$ cat src/include/ivp_pkg.sv
// package: constants, register map and carrier types for the vector/priority map
package ivp_pkg;
  localparam int IVP_NSRC = 8;            // on-chip sources handled here
  localparam int IVP_NETH = 19;           // ethernet dma status sources
  localparam int IVP_NLINK = 3;           // link-controller status bits
  localparam logic [6:0] IVP_VEC_NMI = 7'h0b;
  localparam logic [6:0] IVP_VEC_BRK = 7'h0c;
  localparam logic [6:0] IVP_VEC_DBG = 7'h0d;
  localparam logic [6:0] IVP_VEC_PIN0 = 7'h40;
  localparam logic [4:0] IVP_LVL_NMI = 5'h10;
  localparam logic [4:0] IVP_LVL_FIX = 5'h0f;
  localparam int IVP_VEC_SCALE = 2;       // table entry = base + vector*4
  // register byte offsets
  localparam logic [5:0] IVP_A_CTRL = 6'h00;
  localparam logic [5:0] IVP_A_PRIA = 6'h04;
  localparam logic [5:0] IVP_A_PRIB = 6'h08;
  localparam logic [5:0] IVP_A_VECA = 6'h0c;
  localparam logic [5:0] IVP_A_VECB = 6'h10;
  localparam logic [5:0] IVP_A_VBASE = 6'h14;
  localparam logic [5:0] IVP_A_ETHST = 6'h18;
  localparam logic [5:0] IVP_A_ETHEN = 6'h1c;
  localparam logic [5:0] IVP_A_ISTAT = 6'h20;
  localparam logic [5:0] IVP_A_IMASK = 6'h24;
  localparam logic [5:0] IVP_A_RSVB = 6'h28;
  localparam logic [5:0] IVP_A_ACK = 6'h2c;
  localparam int IVP_CTRL_MODE = 0;       // 1: four pin mode, 0: encoded
  localparam int IVP_CTRL_COPY = 1;       // merge link bits into copy flag
  localparam int IVP_ETH_COPY = 19;       // copy flag position
  localparam logic [31:0] IVP_RSV_READ = 32'h0000_0000;

  typedef struct packed {
    logic       valid;
    logic [3:0] level;
    logic [6:0] vector;
    logic [31:0] entry;
  } ivp_req_s;

  typedef struct packed {
    logic [5:0] address;
    logic       read;
    logic       write;
    logic [31:0] writedata;
  } ivp_bus_s;
endpackage : ivp_pkg

$ cat src/hdl/ivp_arbiter.sv
// priority arbiter: picks the highest level among 16 candidates
`timescale 1ns/1ps
module ivp_arbiter #(
  parameter int N = 16
) (
  input wire logic [N-1:0] req,      // candidate requesting
  input wire logic [N*5-1:0] lvl,    // 5-bit level per candidate
  input wire logic [N*7-1:0] vec,    // vector per candidate
  output logic win,                  // some candidate won
  output logic [4:0] win_lvl,        // winning level
  output logic [6:0] win_vec         // winning vector
);
  // lower index wins ties: that is the fixed default order
  always_comb begin
    win = 1'b0;
    win_lvl = 5'h00;
    win_vec = 7'h00;
    for (int i = 0; i < N; i++) begin
      if (req[i] && lvl[i*5 +: 5] != 5'h00 &&
          (!win || lvl[i*5 +: 5] > win_lvl)) begin
        win = 1'b1;
        win_lvl = lvl[i*5 +: 5];
        win_vec = vec[i*7 +: 7];
      end
    end
  end
endmodule : ivp_arbiter

$ cat src/hdl/ivp_top.sv
// top: interrupt vector and priority map with avalon register slave
//
// Contract
// - accepted external request may take a 0..127 vector from outside.
// - each on-chip source takes a 7-bit vector from bits 14-8 or 6-0.
// - control mode bit picks encoded fifteen levels or four pin inputs.
// - ethernet request is OR of nineteen enabled status sources.
// - three link bits merge to a copy flag, up to 22 sources.
// - pin mode: nmi 11 at 16, break 12/debug 13 at 15, pins 64-67.
// - table entry address is vector base plus four times vector.
//
// Register access over Avalon-MM and the placing of the registers are this design's own decisions.
`timescale 1ns/1ps
module ivp_top #(
  parameter int NSRC = ivp_pkg::IVP_NSRC
) (
  input wire logic CLOCK,                 // 100 MHz clock
  input wire logic RST,                   // sync reset, active high
  input wire logic CE,                    // clock enable
  input wire logic [5:0] AVS_ADDRESS,     // byte address
  input wire logic AVS_READ,              // read strobe
  input wire logic AVS_WRITE,             // write strobe
  input wire logic [31:0] AVS_WRITEDATA,  // write data
  input wire logic [3:0] AVS_BYTEENABLE,  // byte lanes
  output logic [31:0] AVS_READDATA,       // read data
  output logic AVS_WAITREQUEST,           // stall
  input wire logic NMI_IN,                // non-maskable request
  input wire logic BRK_IN,                // user break request
  input wire logic DBG_IN,                // debug_interface request
  input wire logic [3:0] PIN_REQ,         // request pins / encoded levels
  input wire logic EXT_VEC_EN,            // take vector from outside
  input wire logic [6:0] EXT_VEC,         // external vector
  input wire logic [NSRC-1:0] SRC_REQ,    // on-chip source requests
  input wire logic [ivp_pkg::IVP_NETH-1:0] ETH_EVT, // ethernet status events
  input wire logic [ivp_pkg::IVP_NLINK-1:0] LINK_EVT, // link status events
  output logic REQ_VALID,                 // request to cpu
  output logic [4:0] REQ_LEVEL,           // its level
  output logic [6:0] REQ_VECTOR,          // its vector
  output logic [31:0] REQ_ENTRY,          // table entry address
  output logic ETH_IRQ,                   // ethernet_dma_event
  output logic IRQ                        // status interrupt
);
  import ivp_pkg::*;
  ////////////////////////////////////////////////////////////////////////
  logic [31:0] ctrl_r, pria_r, prib_r, veca_r, vecb_r, vbase_r;
  logic [IVP_NETH:0] eth_st_r;
  logic [IVP_NETH:0] eth_en_r;
  logic [1:0] istat_r, imask_r;
  logic [31:0] rdata_r;
  logic rd_done_r;
  logic wr, rd;
  logic eth_irq_nxt, link_any;
  logic win;
  logic [4:0] win_lvl;
  logic [6:0] win_vec;
  logic [15:0] c_req;
  logic [79:0] c_lvl;
  logic [111:0] c_vec;
  logic ack_hit;

  // byte-lane merge for writes
  function automatic logic [31:0] merge(input logic [31:0] old,
                                        input logic [31:0] d,
                                        input logic [3:0] be);
    logic [31:0] r;
    r = old;
    for (int i = 0; i < 4; i++) begin
      if (be[i]) r[i*8 +: 8] = d[i*8 +: 8];
    end
    return r;
  endfunction : merge

  // 7-bit vector field: odd sources sit in bits 6-0, even in 14-8
  function automatic logic [6:0] vfield(input logic [31:0] reg_v,
                                        input logic hi);
    return hi ? reg_v[14:8] : reg_v[6:0];
  endfunction : vfield

  ////////////////////////////////////////////////////////////////////////
  // reads take one wait cycle so the data can come from a flop;
  // a write is stalled while frozen, else it would be lost unseen
  assign wr = CE && AVS_WRITE;
  assign rd = CE && AVS_READ && !rd_done_r;
  assign AVS_WAITREQUEST = (AVS_WRITE && !CE) || (AVS_READ && !rd_done_r);
  assign AVS_READDATA = rdata_r;
  assign ack_hit = wr && AVS_ADDRESS == IVP_A_ACK;

  // configuration registers
  always_ff @(posedge CLOCK) begin
    if (RST) begin
      ctrl_r <= 32'h0;
      pria_r <= 32'h0;
      prib_r <= 32'h0;
      veca_r <= 32'h0;
      vecb_r <= 32'h0;
      vbase_r <= 32'h0;
      eth_en_r <= '0;
      imask_r <= 2'h0;
    end else if (wr) begin
      unique case (AVS_ADDRESS)
        IVP_A_CTRL: ctrl_r <= merge(ctrl_r, AVS_WRITEDATA, AVS_BYTEENABLE);
        IVP_A_PRIA: pria_r <= merge(pria_r, AVS_WRITEDATA, AVS_BYTEENABLE);
        IVP_A_PRIB: prib_r <= merge(prib_r, AVS_WRITEDATA, AVS_BYTEENABLE);
        IVP_A_VECA: veca_r <= merge(veca_r, AVS_WRITEDATA, AVS_BYTEENABLE);
        IVP_A_VECB: vecb_r <= merge(vecb_r, AVS_WRITEDATA, AVS_BYTEENABLE);
        IVP_A_VBASE: vbase_r <= merge(vbase_r, AVS_WRITEDATA,
                                      AVS_BYTEENABLE);
        IVP_A_ETHEN: eth_en_r <= AVS_WRITEDATA[IVP_NETH:0];
        IVP_A_IMASK: imask_r <= AVS_WRITEDATA[1:0];
        default: ; // reserved slot and unmapped writes are dropped
      endcase
    end
  end

  // read data and one-cycle read handshake
  always_ff @(posedge CLOCK) begin
    if (RST) begin
      rdata_r <= 32'h0;
      rd_done_r <= 1'b0;
    end else if (CE) begin
      rd_done_r <= rd;
      if (rd) begin
        unique case (AVS_ADDRESS)
          IVP_A_CTRL: rdata_r <= ctrl_r;
          IVP_A_PRIA: rdata_r <= pria_r;
          IVP_A_PRIB: rdata_r <= prib_r;
          IVP_A_VECA: rdata_r <= veca_r;
          IVP_A_VECB: rdata_r <= vecb_r;
          IVP_A_VBASE: rdata_r <= vbase_r;
          IVP_A_ETHST: rdata_r <= 32'(eth_st_r);
          IVP_A_ETHEN: rdata_r <= 32'(eth_en_r);
          IVP_A_ISTAT: rdata_r <= {30'h0, istat_r};
          IVP_A_IMASK: rdata_r <= {30'h0, imask_r};
          IVP_A_RSVB: rdata_r <= IVP_RSV_READ;
          default: rdata_r <= 32'h0;
        endcase
      end
    end
  end

  ////////////////////////////////////////////////////////////////////////
  // ethernet status: sticky, write-one-to-clear, set wins over clear
  assign link_any = ctrl_r[IVP_CTRL_COPY] && (|LINK_EVT);
  always_ff @(posedge CLOCK) begin
    if (RST) begin
      eth_st_r <= '0;
    end else if (CE) begin
      eth_st_r <= (eth_st_r & ~((wr && AVS_ADDRESS == IVP_A_ETHST) ?
                   AVS_WRITEDATA[IVP_NETH:0] : '0))
                  | {link_any, ETH_EVT};
    end
  end
  assign eth_irq_nxt = |(eth_st_r & eth_en_r);
  assign ETH_IRQ = eth_irq_nxt;

  ////////////////////////////////////////////////////////////////////////
  // candidate table: fixed sources, pins, on-chip sources, ethernet
  always_comb begin
    c_req = '0;
    c_lvl = '0;
    c_vec = '0;
    c_req[0] = NMI_IN;
    c_lvl[4:0] = IVP_LVL_NMI;
    c_vec[6:0] = IVP_VEC_NMI;
    c_req[1] = BRK_IN;
    c_lvl[9:5] = IVP_LVL_FIX;
    c_vec[13:7] = IVP_VEC_BRK;
    c_req[2] = DBG_IN;
    c_lvl[14:10] = IVP_LVL_FIX;
    c_vec[20:14] = IVP_VEC_DBG;
    if (ctrl_r[IVP_CTRL_MODE]) begin
      for (int p = 0; p < 4; p++) begin
        c_req[3+p] = PIN_REQ[p];
        c_lvl[(3+p)*5 +: 5] = {1'b0, pria_r[(3-p)*4 +: 4]};
        c_vec[(3+p)*7 +: 7] = EXT_VEC_EN ? EXT_VEC :
                              IVP_VEC_PIN0 + 7'(p);
      end
    end else begin
      // encoded: level is the pin value itself, auto-vector 64 + level/2
      c_req[3] = PIN_REQ != 4'h0;
      c_lvl[19:15] = {1'b0, PIN_REQ};
      c_vec[27:21] = EXT_VEC_EN ? EXT_VEC :
                     IVP_VEC_PIN0 + 7'(PIN_REQ[3:1]);
    end
    for (int s = 0; s < NSRC; s++) begin
      c_req[7+s] = SRC_REQ[s];
      c_lvl[(7+s)*5 +: 5] = {1'b0, prib_r[(s/2)*4 +: 4]};
      c_vec[(7+s)*7 +: 7] = vfield(s < 4 ? veca_r : vecb_r,
                                   !s[0] ^ (s >= 4 && 1'b0));
    end
    c_req[15] = eth_irq_nxt;
    c_lvl[79:75] = {1'b0, prib_r[31:28]};
    c_vec[111:105] = veca_r[30:24];
  end

  ivp_arbiter #(.N(16)) u_arb (
    .req(c_req),
    .lvl(c_lvl),
    .vec(c_vec),
    .win(win),
    .win_lvl(win_lvl),
    .win_vec(win_vec)
  );

  // registered request to the cpu with table entry address
  always_ff @(posedge CLOCK) begin
    if (RST) begin
      REQ_VALID <= 1'b0;
      REQ_LEVEL <= 5'h00;
      REQ_VECTOR <= 7'h00;
      REQ_ENTRY <= 32'h0;
    end else if (CE) begin
      REQ_VALID <= win;
      REQ_LEVEL <= win_lvl;
      REQ_VECTOR <= win_vec;
      REQ_ENTRY <= vbase_r + (32'(win_vec) << IVP_VEC_SCALE);
    end
  end

  ////////////////////////////////////////////////////////////////////////
  // status: bit0 request taken by cpu (ack write), bit1 ethernet event;
  // read clears, a new event in the same cycle wins
  always_ff @(posedge CLOCK) begin
    if (RST) begin
      istat_r <= 2'h0;
    end else if (CE) begin
      istat_r <= ((rd && AVS_ADDRESS == IVP_A_ISTAT) ? 2'h0 : istat_r)
                 | {eth_irq_nxt, ack_hit && REQ_VALID};
    end
  end
  assign IRQ = |(istat_r & imask_r);
endmodule : ivp_top

$ cat config.mk
export PLATFORM = sky130hd
export DESIGN_NAME = ivp_top
export DESIGN_NICKNAME = d
export VERILOG_FILES = /design/src/include/ivp_pkg.sv /design/src/hdl/ivp_arbiter.sv /design/src/hdl/ivp_top.sv
export SDC_FILE = /design/constraint.sdc
export NUM_CORES = 1
export LEC_CHECK = 0
export ABC_AREA = 1
export BUFFER_PORTS_ARGS = -buffer_cell sky130_fd_sc_hd__buf_2
export CAP_MARGIN = 0
export CORE_ASPECT_RATIO = 0.75
export CORE_MARGIN = 4
export CORE_UTILIZATION = 40
export DETAILED_ROUTE_END_ITERATION = 6
export PLACE_DENSITY_LB_ADDON = 0.25
export REMOVE_ABC_BUFFERS = 1
export SLEW_MARGIN = 15
export SYNTH_ARGS = -nofsm -noshare
export SYNTH_HDL_FRONTEND = slang
export SYNTH_SLANG_ARGS = --single-unit
$ cat constraint.sdc
create_clock -name CLOCK -period 18.9 [get_ports CLOCK]
set_input_delay 0.945 -clock CLOCK [delete_from_list [all_inputs] [get_ports CLOCK]]
set_output_delay 0.945 -clock CLOCK [all_outputs]
set_load 0.02 [all_outputs]
==> results.toml <==
[outcome]
status = "finished with violations"
violations = "design-rule violations"

[die]
initial_core_util_pct = 40.9
dieWidth_microns = 241
core_sq_mm = 0.0399
rows = 63
die-height_microns = 183
die-area_sq_mm = 0.0441
ios = 172

[clocking]
clock_latency_ps = 580
cts_tree = "built"
clk_pin_slew_ps = 70
cts-htree-levels = 1
cts_root_buf = "clkbuf_16"
cts_buffers = 29
hold_buffers = 0
cts_sinks = 314
clk_path_buf_depth = 3

[critical_path]
worstSetupPathType = "primary input to register"
start_kind = "primary input"
critical_path_arrival_ps = 18190
cp.required_ps = 19360
end_kind = "register"
slowest_delay_ps = 360
critPathMaxFanout = 8
cp_slowest_cell = "fa_2"
reg2reg_setup_slack_ps = 1180
cp_common_cell = "nand2_1"

[power_and_ir_drop]
finalPower_mw = 1.39
leakage_nw = 8.57
power_density_mw_per_mm2 = 72.7
max-vdd-ir-drop_mv = 0.0677

[logic_synthesis]
synthArstFlopShare_pct = 0
synth_edf_count = 0
yosys.area.top_type = "dfxtp_1"
synth_top_flop_cell = "dfxtp_1"
synthCells = 2333
synth-seq-cells = 314
netlist_area_sq_mm = 0.0163
synth_top_area_share_pct = 38.5
synth_cell_types = 53
synth_area_per_cell_sq_um = 7.00
yosysSeqAreaShare_pct = 38.5
netlist_top_cells_area = "dfxtp_1 38%, nand2_1 9.7%, o21ai_0 9.5%, a21oi_1 8.0%, inv_1 5.4%"
ys_warn_count = 0

[final_layout]
layout-drive-gt1-share_pct = 16.9
antennaDiodeCount = 0
num-nets-final = 2628
area_growth_pct = 17.3
final_area_sq_mm = 0.0192

[route]
drc = 4
wl_per_cell_microns = 20.0
vias_per_cell = 5.57
first_iter_violations = 1680
routed_wl_microns = 60300
vias = 16800
ant_nets = 0
firstDrtPassIters = 7

[placed_design]
gp_congestion = 0.973
dp_hpwl_microns = 43400
io_buffers = 171
place_area_sq_mm = 0.0176

[grt]
grt_pass1_wl_microns = 90900
antenna_found_initial = 0
grt_usage_pct = 26.1
overflow = 0
grt_max_degree = 121
grt_pass1_vias = 15400

[timing]
worst_slew_pin_slew_ps = 1240
maxSlewHeadroom_pct = 17.4
final_hold_viol_count = 0
fin_worst_skew_ps = 28.6
setup_violations = 0
slew_viol_final = 0
period_share_pct = 93.8
min_period_ps = 17730
max_freq_mhz = 56.4

[job]
drv_cap = 0

[worst_hold_path]
hp-class = "register to register"
## layout by cell type, fill, tap and decap left out, types with 6 or more instances in the layout
cell and instances:
and2_1 15, inv_4 6, nand3_1 84, dfxtp_1 313, ha_1 47, clkinv_1 6
xor2_1 20, o21ai_2 6, buf_2 170, a22oi_1 47, buf_4 51, a221oi_1 19
o21ai_0 296, nand2_2 28, inv_1 229, nor3_1 10, clkinv_2 8, nor2_4 6
nand3_2 28, o21ai_1 18, o22ai_1 27, inv_2 13, o2111ai_1 6, clkbuf_16 29
nand4_1 30, a21oi_1 255, a21oi_2 12, nor2_2 9, ha_4 8, nor2_1 208
nand2_4 6, nand2_1 407, nor4_1 7
## sequential cells by signal, summed over array words and instances, names as in the netlist, 32 cells and up
name	cells
AVS_READDATA	32
REQ_ENTRY	32
ctrl_r	32
pria_r	32
prib_r	32
vbase_r	32
veca_r	32
vecb_r	32
## metal layers
layer | share of wire [%] | up-vias | global-route usage [%]
met1 | 48 | 7945 | 40.0
li1 | - | 8132 | -
met4 | 2.1 | 0 | 5.74
met2 | 41 | 645 | 36.8
met5 | 0 | - | 0
met3 | 9.4 | 79 | 6.42
## worst max-delay path: cells and delay by family
kind            cells  cell delay, ps
simple gates       77            7490
fa+ha+maj          15            3970
compound gates     28            3830
buf+inv            21            1790
xor+xnor            1             100
## worst paths after layout
kind	start	to	cells past startpoint
worst max register to register	ctrl_r[0]	REQ_ENTRY[30]	140
worst min-delay path	pria_r[31]	pria_r[31]	2
worst min register to register	pria_r[31]	pria_r[31]	2
worst max-delay path	PIN_REQ[1]	REQ_ENTRY[30]	142
## report_power, final
group          internal (mW)  switching, mW
logic                 0.0420         0.0926
clock network          0.316          0.263
registers              0.671        0.00677
## Yosys cell counts (3+ instances only)
cell,n
a22oi_1,47
nand2_1,423
nand2_2,16
and2_1,17
a21oi_2,5
xor2_1,20
inv_2,9
o211ai_1,4
nand3_1,105
nand3_2,12
o21ai_2,3
dfxtp_1,314
nor4_1,9
clkinv_1,8
a221oi_1,19
o22ai_1,27
xnor2_1,5
o2111ai_1,6
o21ai_0,309
a22o_1,4
a21oi_1,262
nor3_1,11
buf_2,6
ha_1,57
nor2_1,218
buf_6,7
nor2_4,3
clkbuf_1,99
nand4_1,30
inv_1,236
or2_0,3
o21ai_1,8
## cell type report
cell class                 instances  area (sq um)
fill                            4124         20700
multi-input combinational       1650          9020
sequential                       314          6290
timing repair buffer             227          1310
inverter                         256           988
clock buffer                      36           772
tap                              520           651
clock inverter                    13           125
## cell families (layout without fill, tap and decap cells)
logic type | count (synthesis) | count (layout) | share of synthesized area (%)
AO/OA/AOI/OAI | 707 | 707 | 23.8
XOR/XNOR | 25 | 25 | 1.34
adder cells (fa/ha/maj) | 58 | 58 | 4.49
buffers and inverters | 370 | 532 | 8.95
flip-flops | 314 | 314 | 38.5
AND/OR/NAND/NOR | 859 | 860 | 22.9
## metrics by stage
stage / hold WS [ps] / TNS [ps] / instances / utilization [%] / setup slack (ps)
2_1_floorplan: 432 / 0 / 2219 / - / 507
3_3_place_gp: 440 / 0 / 2941 / 44.1 / 118
3_5_place_dp: 452 / -5790 / 2941 / 44.1 / -663
4_1_cts: 458 / 0 / 2990 / 46.4 / 77.9
5_1_grt: 485 / -1030 / 3016 / 48.0 / -224
6_report: 459 / 0 / 3016 / 48.0 / 1170
## repair_timing
item                       in CTS  in global routing
gates resized for setup         4                116
setup endpoints to repair       9                 29
gates cloned                    0                  1
pin swaps                       0                 25
hold endpoints to repair        0                  0
buffers inserted                0                 25
Power figures use the tool's default switching activity.
